### src/include/dhcs_regs.svh
// Register offsets, field positions, reset values and timing counts of
// the host command and status block of the disk controller.
// Assumes a 40 MHz bus clock and a 32-bit AHB-Lite register bus.
//
// Behaviour
// Host fills the parameter registers before writing any command.
// Host usually writes sector, size/drive/head, cylinder, then command.
// Parameter registers read back the value last written.
// Restore and seek move heads and keep their step rate as implied rate.
// Head positioning moves no bytes through the data register.
// Host waits for interrupt or idle, then checks the error flag.
// Fastest step rate is 35 us; restore and seek each carry a rate.
// Host restores slowly at power-up, then seeks fast to set the rate.
// Busy flag, bit 7, is set on start and cleared when done.
// Interrupt output rises each time the host must step in.
// Error register is meaningful only while the error flag is set.
// Every command completes the same way, error or not.
// Error flag is bit 0 and corrected flag bit 2 of status.
// Corrected flag reports a fixed correctable error.
// Fatal error sets most severe error bit, error flag, interrupt, idle.
// Command write starts the command and sets busy at once.
`ifndef DHCS_REGS_SVH
`define DHCS_REGS_SVH

`define DHCS_OFS_DATA 8'h00
`define DHCS_OFS_ERROR 8'h04
`define DHCS_OFS_SCNT 8'h08
`define DHCS_OFS_SNUM 8'h0C
`define DHCS_OFS_CYLL 8'h10
`define DHCS_OFS_CYLH 8'h14
`define DHCS_OFS_SDH 8'h18
`define DHCS_OFS_STAT 8'h1C
`define DHCS_OFS_ISTAT 8'h20
`define DHCS_OFS_IMASK 8'h24
`define DHCS_OFS_RATE 8'h28

`define DHCS_HSIZE_WORD 3'h2

`define DHCS_ST_BUSY 7
`define DHCS_ST_CORR 2
`define DHCS_ST_ERR 0

`define DHCS_OP_RESTORE 4'h1
`define DHCS_OP_READ 4'h2
`define DHCS_OP_WRITE 4'h3
`define DHCS_OP_FORMAT 4'h5
`define DHCS_OP_SEEK 4'h7

`define DHCS_SDH_DRV_MSB 4
`define DHCS_SDH_DRV_LSB 3

`define DHCS_ERR_DAMNF 0
`define DHCS_ERR_TR000 1
`define DHCS_ERR_ABORT 2
`define DHCS_ERR_IDNF 4
`define DHCS_ERR_IDCRC 5
`define DHCS_ERR_UNCORR 6
`define DHCS_ERR_BADBLK 7

`define DHCS_IRQ_DONE 0
`define DHCS_IRQ_ERR 1
`define DHCS_IRQ_CORR 2

`define DHCS_RST_BYTE 8'h00
`define DHCS_RST_IMASK 3'h1
`define DHCS_RST_RATE 4'h0

`define DHCS_N_DRIVES 4
`define DHCS_RESTORE_MAX 11'h400
`define DHCS_CLK_MHZ 40
`define DHCS_STEP_FAST_NS 35000
`define DHCS_STEP_UNIT_NS 500000
`define DHCS_STEP_FAST_CYC ((`DHCS_STEP_FAST_NS*`DHCS_CLK_MHZ+999)/1000)
`define DHCS_STEP_UNIT_CYC (`DHCS_STEP_UNIT_NS*`DHCS_CLK_MHZ/1000)

`endif

### src/include/dhcs_pkg.sv
// Types shared by the host command and status block.
// Assumes nothing of its surroundings.
package dhcs_pkg;

  typedef enum logic [1:0] {
    S_IDLE,
    S_STEP,
    S_DISK,
    S_ABORT
  } dhcs_state_e;

  typedef logic [7:0] dhcs_byte_t;
  typedef logic [9:0] dhcs_cyl_t;

endpackage

### src/logic/dhcs_step_gen.sv
// Step rate divider: a one-cycle tick every period cycles while run.
// Assumes period is at least one and stays steady while run is high.
`timescale 1ns/1ps
`default_nettype none

module dhcs_step_gen #(
  parameter int PER_W = 20
) (
  input wire logic clk,
  input wire logic rst_n,
  input wire logic run,
  input wire logic [PER_W-1:0] period,
  output logic tick
);

  logic [PER_W-1:0] cnt_reg;
  logic [PER_W-1:0] cnt_next;
  logic tick_reg;
  logic tick_next;

  if (PER_W < 2)
  begin : g_bad_width
    $error("dhcs_step_gen: PER_W must be at least 2.");
  end

  // Restarting from zero on each run keeps the first step a full period
  // after the command, so a drive never sees a short first gap.
  always_comb
  begin
    cnt_next = cnt_reg;
    tick_next = 1'b0;
    if (!run)
      cnt_next = '0;
    else if (cnt_reg >= PER_W'(period - 1'b1))
    begin
      cnt_next = '0;
      tick_next = 1'b1;
    end
    else
      cnt_next = PER_W'(cnt_reg + 1'b1);
  end

  // Counter and tick registers.
  always_ff @(posedge clk or negedge rst_n)
  begin
    if (!rst_n)
    begin
      cnt_reg <= '0;
      tick_reg <= 1'b0;
    end
    else
    begin
      cnt_reg <= cnt_next;
      tick_reg <= tick_next;
    end
  end

  assign tick = tick_reg;

endmodule

`default_nettype wire

### src/logic/dhcs_top.sv
// Host command and status block: parameter registers, command start,
// busy, error and corrected flags, head positioning and interrupt.
// Assumes one AHB-Lite master and a disk engine that reports each
// read, write or format command with a one-cycle done pulse.
//
// Design decisions made here: the address map and the AHB-Lite slave port.
`timescale 1ns/1ps
`default_nettype none
`include "dhcs_regs.svh"

module dhcs_top #(
  parameter int STEP_UNIT_CYC = `DHCS_STEP_UNIT_CYC,
  parameter int STEP_FAST_CYC = `DHCS_STEP_FAST_CYC
) (
  input wire logic hclk,
  input wire logic hresetn,
  input wire logic hsel,
  input wire logic [31:0] haddr,
  input wire logic [1:0] htrans,
  input wire logic hwrite,
  input wire logic [2:0] hsize,
  input wire logic [31:0] hwdata,
  input wire logic hready,
  output logic [31:0] hrdata,
  output logic hreadyout,
  output logic hresp,
  output logic host_irq_out,
  output logic disk_start,
  output logic [7:0] disk_cmd,
  output logic [7:0] disk_sec,
  output logic [7:0] disk_cnt,
  output logic [9:0] disk_cyl,
  output logic [7:0] disk_sdh,
  output logic [3:0] disk_rate,
  input wire logic disk_done,
  input wire logic disk_fatal,
  input wire logic [6:0] disk_err_hist,
  input wire logic disk_corrected,
  input wire logic track0_in,
  output logic step_out,
  output logic step_dir
);

  localparam int PER_W = 20;

  // A rate unit shorter than the fast period would step faster than 35 us.
  if (STEP_UNIT_CYC < 1 || STEP_FAST_CYC < 1 ||
      STEP_UNIT_CYC < STEP_FAST_CYC ||
      STEP_UNIT_CYC * 15 >= 2 ** PER_W || STEP_FAST_CYC >= 2 ** PER_W)
  begin : g_bad_step
    $error("dhcs_top: step counts do not fit the step divider.");
  end

  dhcs_pkg::dhcs_state_e state_reg, state_next;
  dhcs_pkg::dhcs_byte_t scnt_reg, scnt_next, snum_reg, snum_next;
  dhcs_pkg::dhcs_byte_t cyll_reg, cyll_next, cylh_reg, cylh_next;
  dhcs_pkg::dhcs_byte_t sdh_reg, sdh_next, cmd_reg, cmd_next;
  dhcs_pkg::dhcs_byte_t error_reg, error_next;
  dhcs_pkg::dhcs_cyl_t cur_cyl_reg [`DHCS_N_DRIVES];
  dhcs_pkg::dhcs_cyl_t cur_cyl_next [`DHCS_N_DRIVES];
  dhcs_pkg::dhcs_cyl_t tgt;
  dhcs_pkg::dhcs_cyl_t cur;
  logic busy_reg, busy_next, err_reg, err_next, corr_reg, corr_next;
  logic [3:0] rate_reg, rate_next;
  logic [2:0] istat_reg, istat_next, imask_reg, imask_next;
  logic [2:0] istat_set, istat_clr;
  logic [10:0] steps_reg, steps_next;
  logic [1:0] drv_reg, drv_next;
  logic restore_reg, restore_next;
  logic dir_reg, dir_next, step_reg, step_next;
  logic start_reg, start_next, irq_reg, irq_next;
  logic wr_pend_reg, wr_pend_next;
  logic [7:0] wr_ofs_reg, wr_ofs_next;
  logic [31:0] hrdata_reg, hrdata_next;
  logic ready_reg, ready_next;
  logic [7:0] wd, rd_byte, stat_byte, err_onehot;
  logic ap, cmd_go, done, fatal, corr, run, tick;
  logic [PER_W-1:0] step_per;
  logic [PER_W-1:0] gap_reg, gap_next;

  // Fatal outcome: keep only the most severe error of the history.
  function automatic logic [7:0] sev_pick(input logic [6:0] h);
    logic [7:0] r;
    r = 8'h00;
    if (h[0])
      r[`DHCS_ERR_ABORT] = 1'b1;
    else if (h[1])
      r[`DHCS_ERR_TR000] = 1'b1;
    else if (h[2])
      r[`DHCS_ERR_BADBLK] = 1'b1;
    else if (h[3])
      r[`DHCS_ERR_UNCORR] = 1'b1;
    else if (h[4])
      r[`DHCS_ERR_DAMNF] = 1'b1;
    else if (h[5])
      r[`DHCS_ERR_IDCRC] = 1'b1;
    else if (h[6])
      r[`DHCS_ERR_IDNF] = 1'b1;
    else
      r[`DHCS_ERR_ABORT] = 1'b1;
    return r;
  endfunction

  // Bus and command decode terms.
  assign ap = hsel && hready && htrans[1];
  assign wd = hwdata[7:0];
  assign cmd_go = wr_pend_reg && (wr_ofs_reg == `DHCS_OFS_STAT) && !busy_reg;
  assign run = (state_reg == dhcs_pkg::S_STEP);
  assign tgt = {cylh_reg[1:0], cyll_reg};
  assign cur = cur_cyl_reg[sdh_reg[`DHCS_SDH_DRV_MSB:`DHCS_SDH_DRV_LSB]];

  // Rate code zero is the fast rate; other codes are multiples of a unit.
  // fast step rate
  assign step_per = (rate_reg == 4'h0) ? PER_W'(STEP_FAST_CYC) :
                    PER_W'(rate_reg * STEP_UNIT_CYC);

  dhcs_step_gen #(
    .PER_W(PER_W)
  ) u_step (
    .clk(hclk),
    .rst_n(hresetn),
    .run(run),
    .period(step_per),
    .tick(tick)
  );

  // Next values for the bus slave, the registers and the command engine.
  always_comb
  begin
    state_next = state_reg;
    scnt_next = scnt_reg;
    snum_next = snum_reg;
    cyll_next = cyll_reg;
    cylh_next = cylh_reg;
    sdh_next = sdh_reg;
    cmd_next = cmd_reg;
    error_next = error_reg;
    cur_cyl_next = cur_cyl_reg;
    busy_next = busy_reg;
    err_next = err_reg;
    corr_next = corr_reg;
    rate_next = rate_reg;
    imask_next = imask_reg;
    steps_next = steps_reg;
    drv_next = drv_reg;
    restore_next = restore_reg;
    dir_next = dir_reg;
    step_next = 1'b0;
    start_next = 1'b0;
    istat_set = 3'h0;
    istat_clr = 3'h0;
    done = 1'b0;
    fatal = 1'b0;
    corr = 1'b0;
    err_onehot = 8'h00;
    // A write takes one wait state so that a following read sees it.
    ready_next = !(ap && hwrite);
    wr_pend_next = ap && hwrite && (hsize == `DHCS_HSIZE_WORD);
    wr_ofs_next = haddr[7:0];
    stat_byte = 8'h00;
    // busy at bit 7
    stat_byte[`DHCS_ST_BUSY] = busy_reg;
    // error and corrected bits
    stat_byte[`DHCS_ST_ERR] = err_reg;
    stat_byte[`DHCS_ST_CORR] = corr_reg;
    // parameter readback
    case (haddr[7:0])
      `DHCS_OFS_ERROR: rd_byte = error_reg;
      `DHCS_OFS_SCNT: rd_byte = scnt_reg;
      `DHCS_OFS_SNUM: rd_byte = snum_reg;
      `DHCS_OFS_CYLL: rd_byte = cyll_reg;
      `DHCS_OFS_CYLH: rd_byte = cylh_reg;
      `DHCS_OFS_SDH: rd_byte = sdh_reg;
      `DHCS_OFS_STAT: rd_byte = stat_byte;
      `DHCS_OFS_ISTAT: rd_byte = {5'h00, istat_reg};
      `DHCS_OFS_IMASK: rd_byte = {5'h00, imask_reg};
      `DHCS_OFS_RATE: rd_byte = {4'h0, rate_reg};
      default: rd_byte = 8'h00;
    endcase
    hrdata_next = (ap && !hwrite) ? {24'h000000, rd_byte} : 32'h00000000;
    // Register writes land in the first data-phase cycle.
    if (wr_pend_reg)
    begin
      case (wr_ofs_reg)
        `DHCS_OFS_SCNT: scnt_next = wd;
        `DHCS_OFS_SNUM: snum_next = wd;
        `DHCS_OFS_CYLL: cyll_next = wd;
        `DHCS_OFS_CYLH: cylh_next = wd;
        `DHCS_OFS_SDH: sdh_next = wd;
        `DHCS_OFS_ISTAT: istat_clr = wd[2:0];
        `DHCS_OFS_IMASK: imask_next = wd[2:0];
        default: ;
      endcase
    end
    // A command written while busy is dropped; the task file may still
    // be updated so the next command can be prepared early.
    // command start
    if (cmd_go)
    begin
      cmd_next = wd;
      busy_next = 1'b1;
      err_next = 1'b0;
      corr_next = 1'b0;
      error_next = 8'h00;
      istat_clr = 3'h7;
      steps_next = 11'h000;
      drv_next = sdh_reg[`DHCS_SDH_DRV_MSB:`DHCS_SDH_DRV_LSB];
      // keep explicit rate
      unique case (wd[7:4])
        `DHCS_OP_RESTORE:
        begin
          rate_next = wd[3:0];
          restore_next = 1'b1;
          dir_next = 1'b0;
          state_next = dhcs_pkg::S_STEP;
        end
        `DHCS_OP_SEEK:
        begin
          rate_next = wd[3:0];
          restore_next = 1'b0;
          dir_next = (tgt > cur);
          steps_next = (tgt > cur) ? {1'b0, tgt - cur} : {1'b0, cur - tgt};
          state_next = dhcs_pkg::S_STEP;
        end
        `DHCS_OP_READ, `DHCS_OP_WRITE, `DHCS_OP_FORMAT:
        begin
          start_next = 1'b1;
          state_next = dhcs_pkg::S_DISK;
        end
        default: state_next = dhcs_pkg::S_ABORT;
      endcase
    end
    unique case (state_reg)
      dhcs_pkg::S_IDLE: ;
      // no data moved
      dhcs_pkg::S_STEP:
      begin
        if (restore_reg)
        begin
          if (track0_in)
          begin
            done = 1'b1;
            cur_cyl_next[drv_reg] = 10'h000;
          end
          else if (tick && steps_reg == `DHCS_RESTORE_MAX)
          begin
            done = 1'b1;
            fatal = 1'b1;
            err_onehot[`DHCS_ERR_TR000] = 1'b1;
          end
          else if (tick)
          begin
            step_next = 1'b1;
            steps_next = 11'(steps_reg + 1'b1);
          end
        end
        else if (steps_reg == 11'h000)
          done = 1'b1;
        else if (tick)
        begin
          step_next = 1'b1;
          steps_next = 11'(steps_reg - 1'b1);
          cur_cyl_next[drv_reg] = dir_reg ?
            10'(cur_cyl_reg[drv_reg] + 1'b1) :
            10'(cur_cyl_reg[drv_reg] - 1'b1);
        end
      end
      dhcs_pkg::S_DISK:
      begin
        if (disk_done)
        begin
          done = 1'b1;
          fatal = disk_fatal;
          corr = disk_corrected;
          // most severe error
          err_onehot = disk_fatal ? sev_pick(disk_err_hist) : 8'h00;
        end
      end
      dhcs_pkg::S_ABORT:
      begin
        done = 1'b1;
        fatal = 1'b1;
        err_onehot[`DHCS_ERR_ABORT] = 1'b1;
      end
    endcase
    // One completion path for every outcome; only the flags differ.
    // uniform completion
    if (done)
    begin
      state_next = dhcs_pkg::S_IDLE;
      busy_next = 1'b0;
      err_next = fatal;
      // corrected flag
      corr_next = corr;
      // error reg follows flag
      error_next = err_onehot;
      istat_set[`DHCS_IRQ_DONE] = 1'b1;
      istat_set[`DHCS_IRQ_ERR] = fatal;
      istat_set[`DHCS_IRQ_CORR] = corr;
    end
    // Set wins over a clear in the same cycle.
    istat_next = (istat_reg & ~istat_clr) | istat_set;
    // interrupt on completion
    irq_next = |(istat_next & imask_next);
    // Cycles since the last step pulse, held at its top value.
    gap_next = step_reg ? '0 :
               ((&gap_reg) ? gap_reg : PER_W'(gap_reg + 1'b1));
  end

  // All state registers.
  always_ff @(posedge hclk or negedge hresetn)
  begin
    if (!hresetn)
    begin
      state_reg <= dhcs_pkg::S_IDLE;
      scnt_reg <= `DHCS_RST_BYTE;
      snum_reg <= `DHCS_RST_BYTE;
      cyll_reg <= `DHCS_RST_BYTE;
      cylh_reg <= `DHCS_RST_BYTE;
      sdh_reg <= `DHCS_RST_BYTE;
      cmd_reg <= `DHCS_RST_BYTE;
      error_reg <= `DHCS_RST_BYTE;
      for (int i = 0; i < `DHCS_N_DRIVES; i++)
        cur_cyl_reg[i] <= 10'h000;
      busy_reg <= 1'b0;
      err_reg <= 1'b0;
      corr_reg <= 1'b0;
      rate_reg <= `DHCS_RST_RATE;
      istat_reg <= 3'h0;
      imask_reg <= `DHCS_RST_IMASK;
      steps_reg <= 11'h000;
      drv_reg <= 2'h0;
      restore_reg <= 1'b0;
      dir_reg <= 1'b0;
      step_reg <= 1'b0;
      start_reg <= 1'b0;
      irq_reg <= 1'b0;
      wr_pend_reg <= 1'b0;
      wr_ofs_reg <= 8'h00;
      hrdata_reg <= 32'h00000000;
      ready_reg <= 1'b1;
      gap_reg <= '1;
    end
    else
    begin
      state_reg <= state_next;
      scnt_reg <= scnt_next;
      snum_reg <= snum_next;
      cyll_reg <= cyll_next;
      cylh_reg <= cylh_next;
      sdh_reg <= sdh_next;
      cmd_reg <= cmd_next;
      error_reg <= error_next;
      cur_cyl_reg <= cur_cyl_next;
      busy_reg <= busy_next;
      err_reg <= err_next;
      corr_reg <= corr_next;
      rate_reg <= rate_next;
      istat_reg <= istat_next;
      imask_reg <= imask_next;
      steps_reg <= steps_next;
      drv_reg <= drv_next;
      restore_reg <= restore_next;
      dir_reg <= dir_next;
      step_reg <= step_next;
      start_reg <= start_next;
      irq_reg <= irq_next;
      wr_pend_reg <= wr_pend_next;
      wr_ofs_reg <= wr_ofs_next;
      hrdata_reg <= hrdata_next;
      ready_reg <= ready_next;
      gap_reg <= gap_next;
    end
  end

  // Outputs come straight from registers; hresp is tied low.
  assign hrdata = hrdata_reg;
  assign hreadyout = ready_reg;
  assign hresp = 1'b0;
  assign host_irq_out = irq_reg;
  assign disk_start = start_reg;
  assign disk_cmd = cmd_reg;
  assign disk_sec = snum_reg;
  assign disk_cnt = scnt_reg;
  assign disk_cyl = {cylh_reg[1:0], cyll_reg};
  assign disk_sdh = sdh_reg;
  assign disk_rate = rate_reg;
  assign step_out = step_reg;
  assign step_dir = dir_reg;
endmodule

`default_nettype wire

### config.mk
export PLATFORM = sky130hd
export DESIGN_NAME = dhcs_top
export DESIGN_NICKNAME = d
export VERILOG_FILES = /design/src/include/dhcs_pkg.sv /design/src/logic/dhcs_step_gen.sv /design/src/logic/dhcs_top.sv
export VERILOG_INCLUDE_DIRS = /design/src /design/src/include
export SDC_FILE = /design/constraint.sdc
export NUM_CORES = 1
export LEC_CHECK = 0
export ABC_CLOCK_PERIOD_IN_PS = 8700
export BUFFER_PORTS_ARGS = -buffer_cell sky130_fd_sc_hd__buf_2
export CAP_MARGIN = 20
export CORE_MARGIN = 5
export CORE_UTILIZATION = 36
export CTS_CLUSTER_SIZE = 30
export DETAILED_ROUTE_END_ITERATION = 10
export GPL_ROUTABILITY_DRIVEN = 1
export HOLD_SLACK_MARGIN = 0.12
export PLACE_DENSITY_LB_ADDON = 0.25
export SYNTH_ARGS = -nofsm -noshare
export SYNTH_HDL_FRONTEND = slang
export SYNTH_SLANG_ARGS = --single-unit
export TNS_END_PERCENT = 1
### constraint.sdc
create_clock -name hclk -period 8.7 [get_ports hclk]
set_input_delay 1.74 -clock hclk [delete_from_list [all_inputs] [get_ports hclk]]
set_output_delay 1.74 -clock hclk [all_outputs]
set_load 0.02 [all_outputs]
[Yosys cells after proc, flatten, opt, wreduce, memory -nomap -nowiden]
Index checks and enable logic that the tools add are counted.
Storage, ports and cells
  bits of input ports: 85
  bits in registers: 168
  output and inout port bits: 84
Operators by class
  eq/ne operators: 30
  reductions and logical operators: 28
  magnitude comparators: 5
  $mul: 1
  multiplexer cells: 98
  add/sub/neg operators: 8
  bitwise gates (word level): 8
Operators with widths (number)
  40-bit two-way mux: 4
  11-bit two-way mux: 8
  10-bit two-way mux: 8
  8-bit one-hot mux with 10 select lines: 1
  8-bit by 5-bit == test with 1-bit output, second input constant: 8
  1-bit two-way mux: 43
  40-bit AND: 1
  10-bit binary-select mux with 2-bit select: 2
  40-bit bitwise mux: 1
  8-bit by 6-bit == test with 1-bit output, second input constant: 5
  20-bit two-way mux: 2
  8-bit two-way mux: 5
  40-bit inverter: 1
  8-bit by 4-bit == test with 1-bit output, second input constant: 4
  3-bit two-way mux: 7
  20-bit by 1-bit adder with 20-bit output, second input constant: 1
  10-bit demux with 2-bit select: 1
  20-bit >= comparator: 1
  10-bit subtractor: 2
  19-bit by 1-bit subtractor with 20-bit output, second input constant: 1
  19-bit two-way mux: 1
  4-bit by 10-bit multiplier with 14-bit output, second input constant: 1
  2-bit AND reduction: 7
  11-bit by 1-bit adder with 11-bit output, second input constant: 1
  33 further kinds: 62

[Depth between registers and ports, before layout]
Gate-level depths: netlist (run 1).
  depth after elaboration: 13
  depth in mapped cells: 21

[By module]
Synthesis (run 1) repeated with hierarchy kept, for this count alone.
Second synthesis, totals
  cells, all modules: 1119
  area, all modules: 10963.0 sq um
Modules (own cells, without submodules)
  dhcs_top: area each 9107.5 sq um, times used 1, cells an instance 923
  dhcs_step_gen: area each 1855.5 sq um, times used 1, cells an instance 196

[Least setup slack after synthesis (run 1)]
Ideal clock, no wire load.
  kind: register to register
  from: register rate_reg[1], in the netlist disk_rate[1]
  to: register u_step.cnt_reg[10]
  cell stages (with the launch flop): 20
  data arrival time: 4.505 ns
  slack: 4.122 ns
  buffers on the path: 1
  clock period less this slack: 4.578 ns
  data required time: 8.628 ns
  library setup time: 0.072 ns
  cell sequence: dfrtp_1 -> inv_1 -> fa_1 -> inv_1 -> ha_1 -> inv_1 -> fa_1 -> nand3_1 -> nor2_1 -> nand3_1 -> nor3_1 -> o21ai_0 -> ha_1 -> o2111a_1 -> o31ai_1 -> nand2_1 -> a31oi_1 -> nand2_1 -> clkbuf_1 -> nor2_1
On the way
  word-level cells in the longest chain between the ends: 6
Ends and longest elaborated chain
  from (decl): RTL line dhcs_top.sv:64  | logic [3:0] rate_reg, rate_next;
  from (signal assigned): RTL line dhcs_top.sv:328  | rate_reg <= `DHCS_RST_RATE;
  from (signal assigned): RTL line dhcs_top.sv:358  | rate_reg <= rate_next;
  4-bit by 10-bit multiplier with 14-bit output or 4-bit logical NOT (tied branches): RTL line dhcs_top.sv:115, dhcs_top.sv:114
  19-bit two-way mux (*): RTL line dhcs_top.sv:114  | assign step_per = (rate_reg == 4'h0) ? PER_W'(STEP_FAST_CYC) :
  19-bit by 1-bit subtractor with 20-bit output (*): RTL line dhcs_step_gen.sv:34  | else if (cnt_reg >= PER_W'(period - 1'b1))
  20-bit >= comparator (*): RTL line dhcs_step_gen.sv:34
  20-bit two-way mux (*): RTL line dhcs_step_gen.sv:34
  20-bit two-way mux (*): RTL line dhcs_step_gen.sv:32  | if (!run)
  via u_step.cnt_next[10]: RTL line dhcs_step_gen.sv:17  | logic [PER_W-1:0] cnt_next;
  to (signal assigned): RTL line dhcs_step_gen.sv:53  | cnt_reg <= cnt_next;
  to (decl): RTL line dhcs_step_gen.sv:16  | logic [PER_W-1:0] cnt_reg;
Mark *: on every way through the listed nets, which the timed path passes. The rest lies on a longest branch.
A chain may end at the register's enable or synchronous reset.

[Final worst setup path (run 1)]
  from: register rate_reg[1], in the netlist disk_rate[1]
  to: register u_step.cnt_reg[14]
Same word-level chain as after synthesis.

==> results_dict.tcl, run 1 <==
set metrics [dict create \
    largest_reg_flops 40 \
    postCtsHoldBufs 0 \
    avgSynthCellArea_um2 9.95 \
    fin_crit_sh_pct 59.9 \
    synth-seq-cells 167 \
    post_cts_resized 0 \
    end_kind "flop" \
    synth_edf_count 0 \
    die_area_mm2 0.0333 \
    slew_violations 0 \
    netlist_area_mm2 0.0107 \
    grt_pass1_vias 7933 \
    cts_buffers 17 \
    coreArea_mm2 0.0295 \
    drcViolationCount 0 \
    p_leak_nw 5.33 \
    fmax_ghz 0.192 \
    drtIter0Drc 432 \
    clk_latency_ns 0.43 \
    drive_gt1_share_pct 21.2 \
    status "finished clean" \
    num_io_pins 169 \
    dp_hpwl_um 21100 \
    fillers 2950 \
    crit_type "flop to flop" \
    vias 8223 \
    io_buffers 94 \
    synth_cells 1077 \
    antenna_found_initial 1 \
    rows 63 \
    max-slew-margin-rel_pct 37.6 \
    fin_worst_skew_ns 0.0136 \
    clockRootBuffer "clkbuf_16" \
    ir_worst_vdd_uv 110 \
    min_path_type "flop to flop" \
    clk_pin_slew_ns 0.08 \
    overflow 0 \
    yosys_warnings 0 \
    rsz0062_at_grt "false" \
    crit_fanout 19 \
    die_w_um 183 \
    clock_path_buffers 2 \
    cts_tree "yes" \
    initial_core_util_pct 36.3 \
    setup_violations 0 \
    post-cts-setup-buffers 0 \
    critical_path_arrival_ns 5.56 \
    pwr_density_cell_mw_per_mm2 144 \
    synth_top_flop_cell "dfrtp_1" \
    grt_max_degree 66 \
    maxCapViolCount 0 \
    fin_nets 1301 \
    finalSetupTns_ns 0 \
    yosysSeqAreaShare_pct 39.0 \
    synthDistinctLibCells 78 \
    antenna-diode-count 0 \
    tightest_slew_ns 0.928 \
    avgViaCountPerCell 5.31 \
    h-tree-depth 4 \
    min_period_ns 5.21 \
    place.gp.congestion 0.853 \
    routedWlPerCell_um 18.3 \
    grt_pass1_wl_um 45400 \
    hold_viol 0 \
    cts_sinks 167 \
    cp-start-kind "flop" \
    worstPathRequired_ns 9.05 \
    die_y_um 183 \
    fin_util_pct 40.7 \
    dr.pass1.iters 5 \
    routed_wl_um 28400 \
    areaGrowthSynthToFinish_pct 11.9 \
    grtUsageTotal_pct 17.1 \
    postRouteAntennaNets 0 \
    synth-async-reset-ratio_pct 100 \
]
[area by class of cell]
type	count	area, µm²	area share, %
Timing Repair Buffer	98	507	4.23
Multi-Input combinational cell	803	6000	50.1
Sequential cell	167	4180	34.9
Tap cell	390	488	4.07
Clock inverter	14	155	1.29
Inverter	58	218	1.82
Clock buffer	18	439	3.66
[stage by stage]
step | setup WS, ns | total power, mW | area [µm²] | hold slack, ns | instances
6_report | 3.49 | 1.73 | 12000 | 0.467 | 1548
5_1_grt | 3.02 | 1.80 | 12000 | 0.510 | 1548
4_1_cts | 3.41 | 1.74 | 12000 | 0.471 | 1548
3_5_place_dp | 3.39 | 0.979 | 11400 | 0.454 | 1516
3_3_place_gp | 3.49 | 0.978 | 11400 | 0.453 | 1516
2_1_floorplan | 4.12 | 0.924 | 10800 | 0.444 | 1101
[layout by cell type (no fill, tap or decap), types with 18 or more instances in the layout]
| cell type | instances |
|---|---|
| a21oi_1 | 48 |
| buf_2 | 93 |
| conb_1 | 25 |
| dfrtp_1 | 165 |
| ha_1 | 65 |
| inv_1 | 58 |
| mux2_2 | 73 |
| mux4_2 | 21 |
| nand2_1 | 111 |
| nand3_1 | 29 |
| nor2_1 | 72 |
| nor3_1 | 22 |
| o21ai_0 | 50 |
| xnor2_1 | 26 |
| xor2_1 | 18 |
[logic make-up after synthesis]
kind of cell / after synthesis / share of synthesized area (%)
multiplexers: 105 / 13.1
buffers and inverters: 131 / 5.80
other: 1 / 0.0350
adder cells (fa/ha/maj): 71 / 8.71
XOR/XNOR: 44 / 3.60
flip-flops: 167 / 39.0
AND/OR/NAND/NOR: 333 / 15.4
AO/OA/AOI/OAI: 225 / 14.3
[layer usage]
metal | GRT usage (%) | vias to the layer above | routed length, µm
met2 | 26.8 | 159 | 12900
met4 | 3.81 | 0 | 335
li1 | - | 3988 | -
met3 | 2.57 | 19 | 1160
met5 | 0 | - | 0
met1 | 25.0 | 4057 | 14000
[worst max-delay path: stages, from the launching register on]
cell      delay [ns]
dfrtp_1         0.58
inv_1           0.21
fa_1            0.57
inv_1           0.04
ha_1            0.30
ha_1            0.30
a21o_1          0.16
a21oi_1         0.23
o21bai_1        0.09
a21o_1          0.20
xnor2_1         0.14
nor3_1          0.36
o21ai_0         0.18
ha_1            0.29
o2111a_1        0.27
o31ai_1         0.07
nand2_1         0.09
a31oi_1         0.30
nand2_1         0.47
nor2_1          0.26
[power breakdown]
group	switching (mW)	internal [mW]
Combinational	0.103	0.0557
Clock	0.370	0.393
Sequential	0.0171	0.787
[cell usage after synthesis, types with 7 or more instances]
library cell  count  area (µm²)
buf_4            28         210
nor2_1           72         270
o22ai_1           9        56.3
nor4_1            9        56.3
mux2_2           73         822
mux2i_1          11         110
nand2_1         111         417
a221oi_1         14         123
o31ai_1           7        52.6
xnor2_1          26         228
o21ai_0          50         250
dfrtp_1         165        4130
nor2b_1          11        68.8
and3_1            9        56.3
inv_1            58         218
clkbuf_1         24        90.1
a21oi_1          48         240
a21o_1           16         120
nor3_1           22         110
nand4_1          12        75.1
buf_2            13        65.1
o21a_1            9        67.6
ha_1             65         813
a22oi_1           9        67.6
a31oi_1          10        62.6
or3_1             7        43.8
nand2b_1         10        62.6
xor2_1           18         158
mux4_2           21         473
nand3_1          29         145
[path summary, 6_finish.rpt]
path | start | to | slack, ns | cells after the start
worst max-delay path | disk_rate[1] | u_step.cnt_reg[14] | 3.49 | 19
worst min-delay path | disk_cmd[1] | disk_cmd[1] | 0.47 | 2
worst max register to register | disk_rate[1] | u_step.cnt_reg[14] | 3.49 | 19
worst min register to register | disk_cmd[1] | disk_cmd[1] | 0.47 | 2
max in group asynchronous | hresetn | cur_cyl_reg[2] | 6.21 | 2
min in group asynchronous | hresetn | u_step.cnt_reg[14] | 1.25 | 1
Note: power is estimated with default switching activity, not from simulation.
==> run 2, diff against run 1 <==
- ABC_CLOCK_PERIOD_IN_PS: 8700 -> 4700
- clock period: 8.7 -> 4.7 ns (I/O delays scaled with it)
==> run 2 against run 1 <==
Effect of this change:
- die area is the same
- core utilization rose by 0.39 points
- cell area up 0.96%
- register-to-register slack lost 3.2 ns
==> results_dict.tcl, run 2 (same netlist as run 1, synthesis figures left out) <==
set metrics [dict create \
    grt_use_met2_pct 27.4 \
    cp_slowest_cell "fa_1" \
    ir_worst_vdd_uv 223 \
    regArea_mm2 0.00418 \
    p_sw_mw 0.925 \
    antenna_found_initial 2 \
    cp-start-kind "flop" \
    rows 63 \
    critical_path_arrival_ns 4.73 \
    hold_viol 0 \
    routed_wl_um 28800 \
    drtIter0Drc 517 \
    cts_sinks 167 \
    dp_hpwl_um 21400 \
    setup_violations 0 \
    largest_reg_flops 40 \
    p_leak_nw 5.38 \
    setup.worst_path.start "disk_rate[1]" \
    routedWlPerCell_um 18.5 \
    gr-usage-met3_pct 2.81 \
    num_io_pins 169 \
    cts_tree "yes" \
    total_power_mw 3.25 \
    fin_nets 1310 \
    path_common_cell "ha_1" \
    maxCapViolCount 0 \
    crit_chain "inv_1, fa_1, inv_1, ha_1, ha_1, a21o_1, a21oi_1, o21bai_1, a21o_1, xnor2_1, nor3_4, o21ai_0, ha_1, o2111a_1, o31ai_1, nand2_1, a31oi_4, nand2_1, buf_4, nor2_1" \
    post_cts_resized 0 \
    clockRootBuffer "clkbuf_16" \
    grtUsageTotal_pct 17.3 \
    rsz0062_at_grt "false" \
    initial_core_util_pct 36.3 \
    final_common_cell "dfrtp_1" \
    cp_num_buf_inv 3 \
    layout_common_cells "165 x dfrtp_1, 111 x nand2_1, 93 x buf_2" \
    combinationalPowerShare_pct 9.4 \
    min_path_type "flop to flop" \
    overflow 0 \
    max_stage_delay_ns 0.54 \
    post-place-cells 1525 \
    worstPathRequired_ns 5.06 \
    clock_path_buffers 2 \
    met1_usage_pct 25.1 \
    cp_top_family "adder cells" \
    min_period_ns 4.37 \
    place.gp.congestion 0.854 \
    fin_worst_skew_ns 0.0194 \
    r2r_slack_ns 0.33 \
    p_sw_share_pct 28.4 \
    drcViolationCount 0 \
    postCtsHoldBufs 0 \
    r2r_end "u_step.cnt_reg[4]" \
    finalSetupTns_ns 0 \
    slew_violations 0 \
    cts_buffers 17 \
    postRouteAntennaNets 0 \
    path_depth 20 \
    fin_crit_sh_pct 93.0 \
    grt_max_degree 100 \
    seq_power_share_pct 45.7 \
    clk_pin_slew_ns 0.07 \
    power.internal_mw 2.33 \
    post-cts-setup-buffers 0 \
    drive_gt1_share_pct 22.1 \
    clockPowerShare_pct 45.0 \
    crit_type "flop to flop" \
    endpoint "u_step.cnt_reg[4]" \
    crit_fanout 19 \
    areaGrowthSynthToFinish_pct 13.0 \
    grt_most_used_layer "met2" \
    reg2reg_depth 20 \
    pwr_density_cell_mw_per_mm2 269 \
    multiInputGateArea_mm2 0.00603 \
    coreArea_mm2 0.0295 \
    fin_cells 1557 \
    fmax_ghz 0.229 \
    grt_pass1_vias 8146 \
    io_buffers 94 \
    grt_pass1_wl_um 46100 \
    end_kind "flop" \
    whs_ns 0.474 \
    fillers 2967 \
    tightest_slew_ns 0.979 \
    antenna-diode-count 0 \
    avgViaCountPerCell 5.32 \
    vias 8288 \
    r2r-start "disk_rate[1]" \
    h-tree-depth 4 \
    status "finished clean" \
    die_w_um 183 \
    die_y_um 183 \
    clk_latency_ns 0.43 \
    max-slew-margin-rel_pct 33.8 \
    fin_util_pct 41.1 \
    dr.pass1.iters 5 \
    die_area_mm2 0.0333 \
]
[run 2: power by group through the flow]
stage	combinational [mW]	clock (mW)	sequential [mW]
final	0.305	1.46	1.49
after detailed placement	0.302	0	1.51
after global placement	0.299	0	1.51
after global routing	0.341	1.55	1.49
after floorplan	0.190	0	1.52
after CTS	0.304	1.49	1.49
[run 2: cell type report]
class                           instances  share of cell area (%)
Clock inverter                         15                    1.45
Timing Repair Buffer                  107                    4.85
Sequential cell                       167                    34.5
Tap cell                              390                    4.03
Clock buffer                           17                    3.51
Multi-Input combinational cell        803                    49.8
Inverter                               58                    1.80
[run 2: metal layers]
| layer | vias to the layer above | share of wire, % |
|---|---|---|
| met5 | - | 0.045 |
| met4 | 2 | 1.2 |
| met3 | 26 | 4.4 |
| met2 | 185 | 46 |
| met1 | 4073 | 49 |
| li1 | 4002 | - |
[run 2: how the worst min path moves through the flow]
stage	start	end	slack [ns]	cells after the start
after floorplan	corr_reg	corr_reg	0.44	1
after global placement	disk_cmd[1]	disk_cmd[1]	0.45	2
after detailed placement	disk_cmd[5]	disk_cmd[5]	0.45	2
after CTS	disk_cmd[5]	disk_cmd[5]	0.47	2
after global routing	disk_cmd[2]	disk_cmd[2]	0.50	2
final	disk_cmd[1]	disk_cmd[1]	0.47	2
[run 2: worst reg2reg max path, cell delays in order, from the launching register on]
cell and delay [ns]:
dfrtp_1 0.35, inv_1 0.11, fa_1 0.54, inv_1 0.04, ha_1 0.31, ha_1 0.31
a21o_1 0.17, a21oi_1 0.22, o21bai_1 0.09, a21o_1 0.20, xnor2_1 0.17, nor3_4 0.24
o21ai_0 0.12, ha_1 0.29, o2111a_1 0.29, o31ai_1 0.08, nand2_1 0.12, a31oi_4 0.22
nand2_1 0.08, buf_4 0.23, nor2_1 0.14
[run 2: per-stage QoR]
step,setup WS [ns],instance area [µm²]
finish,0.329,12100
global route,0.00999,12100
CTS,0.0908,12100
detailed placement,0.137,11500
global placement,0.163,11500
floorplan,0.122,10800
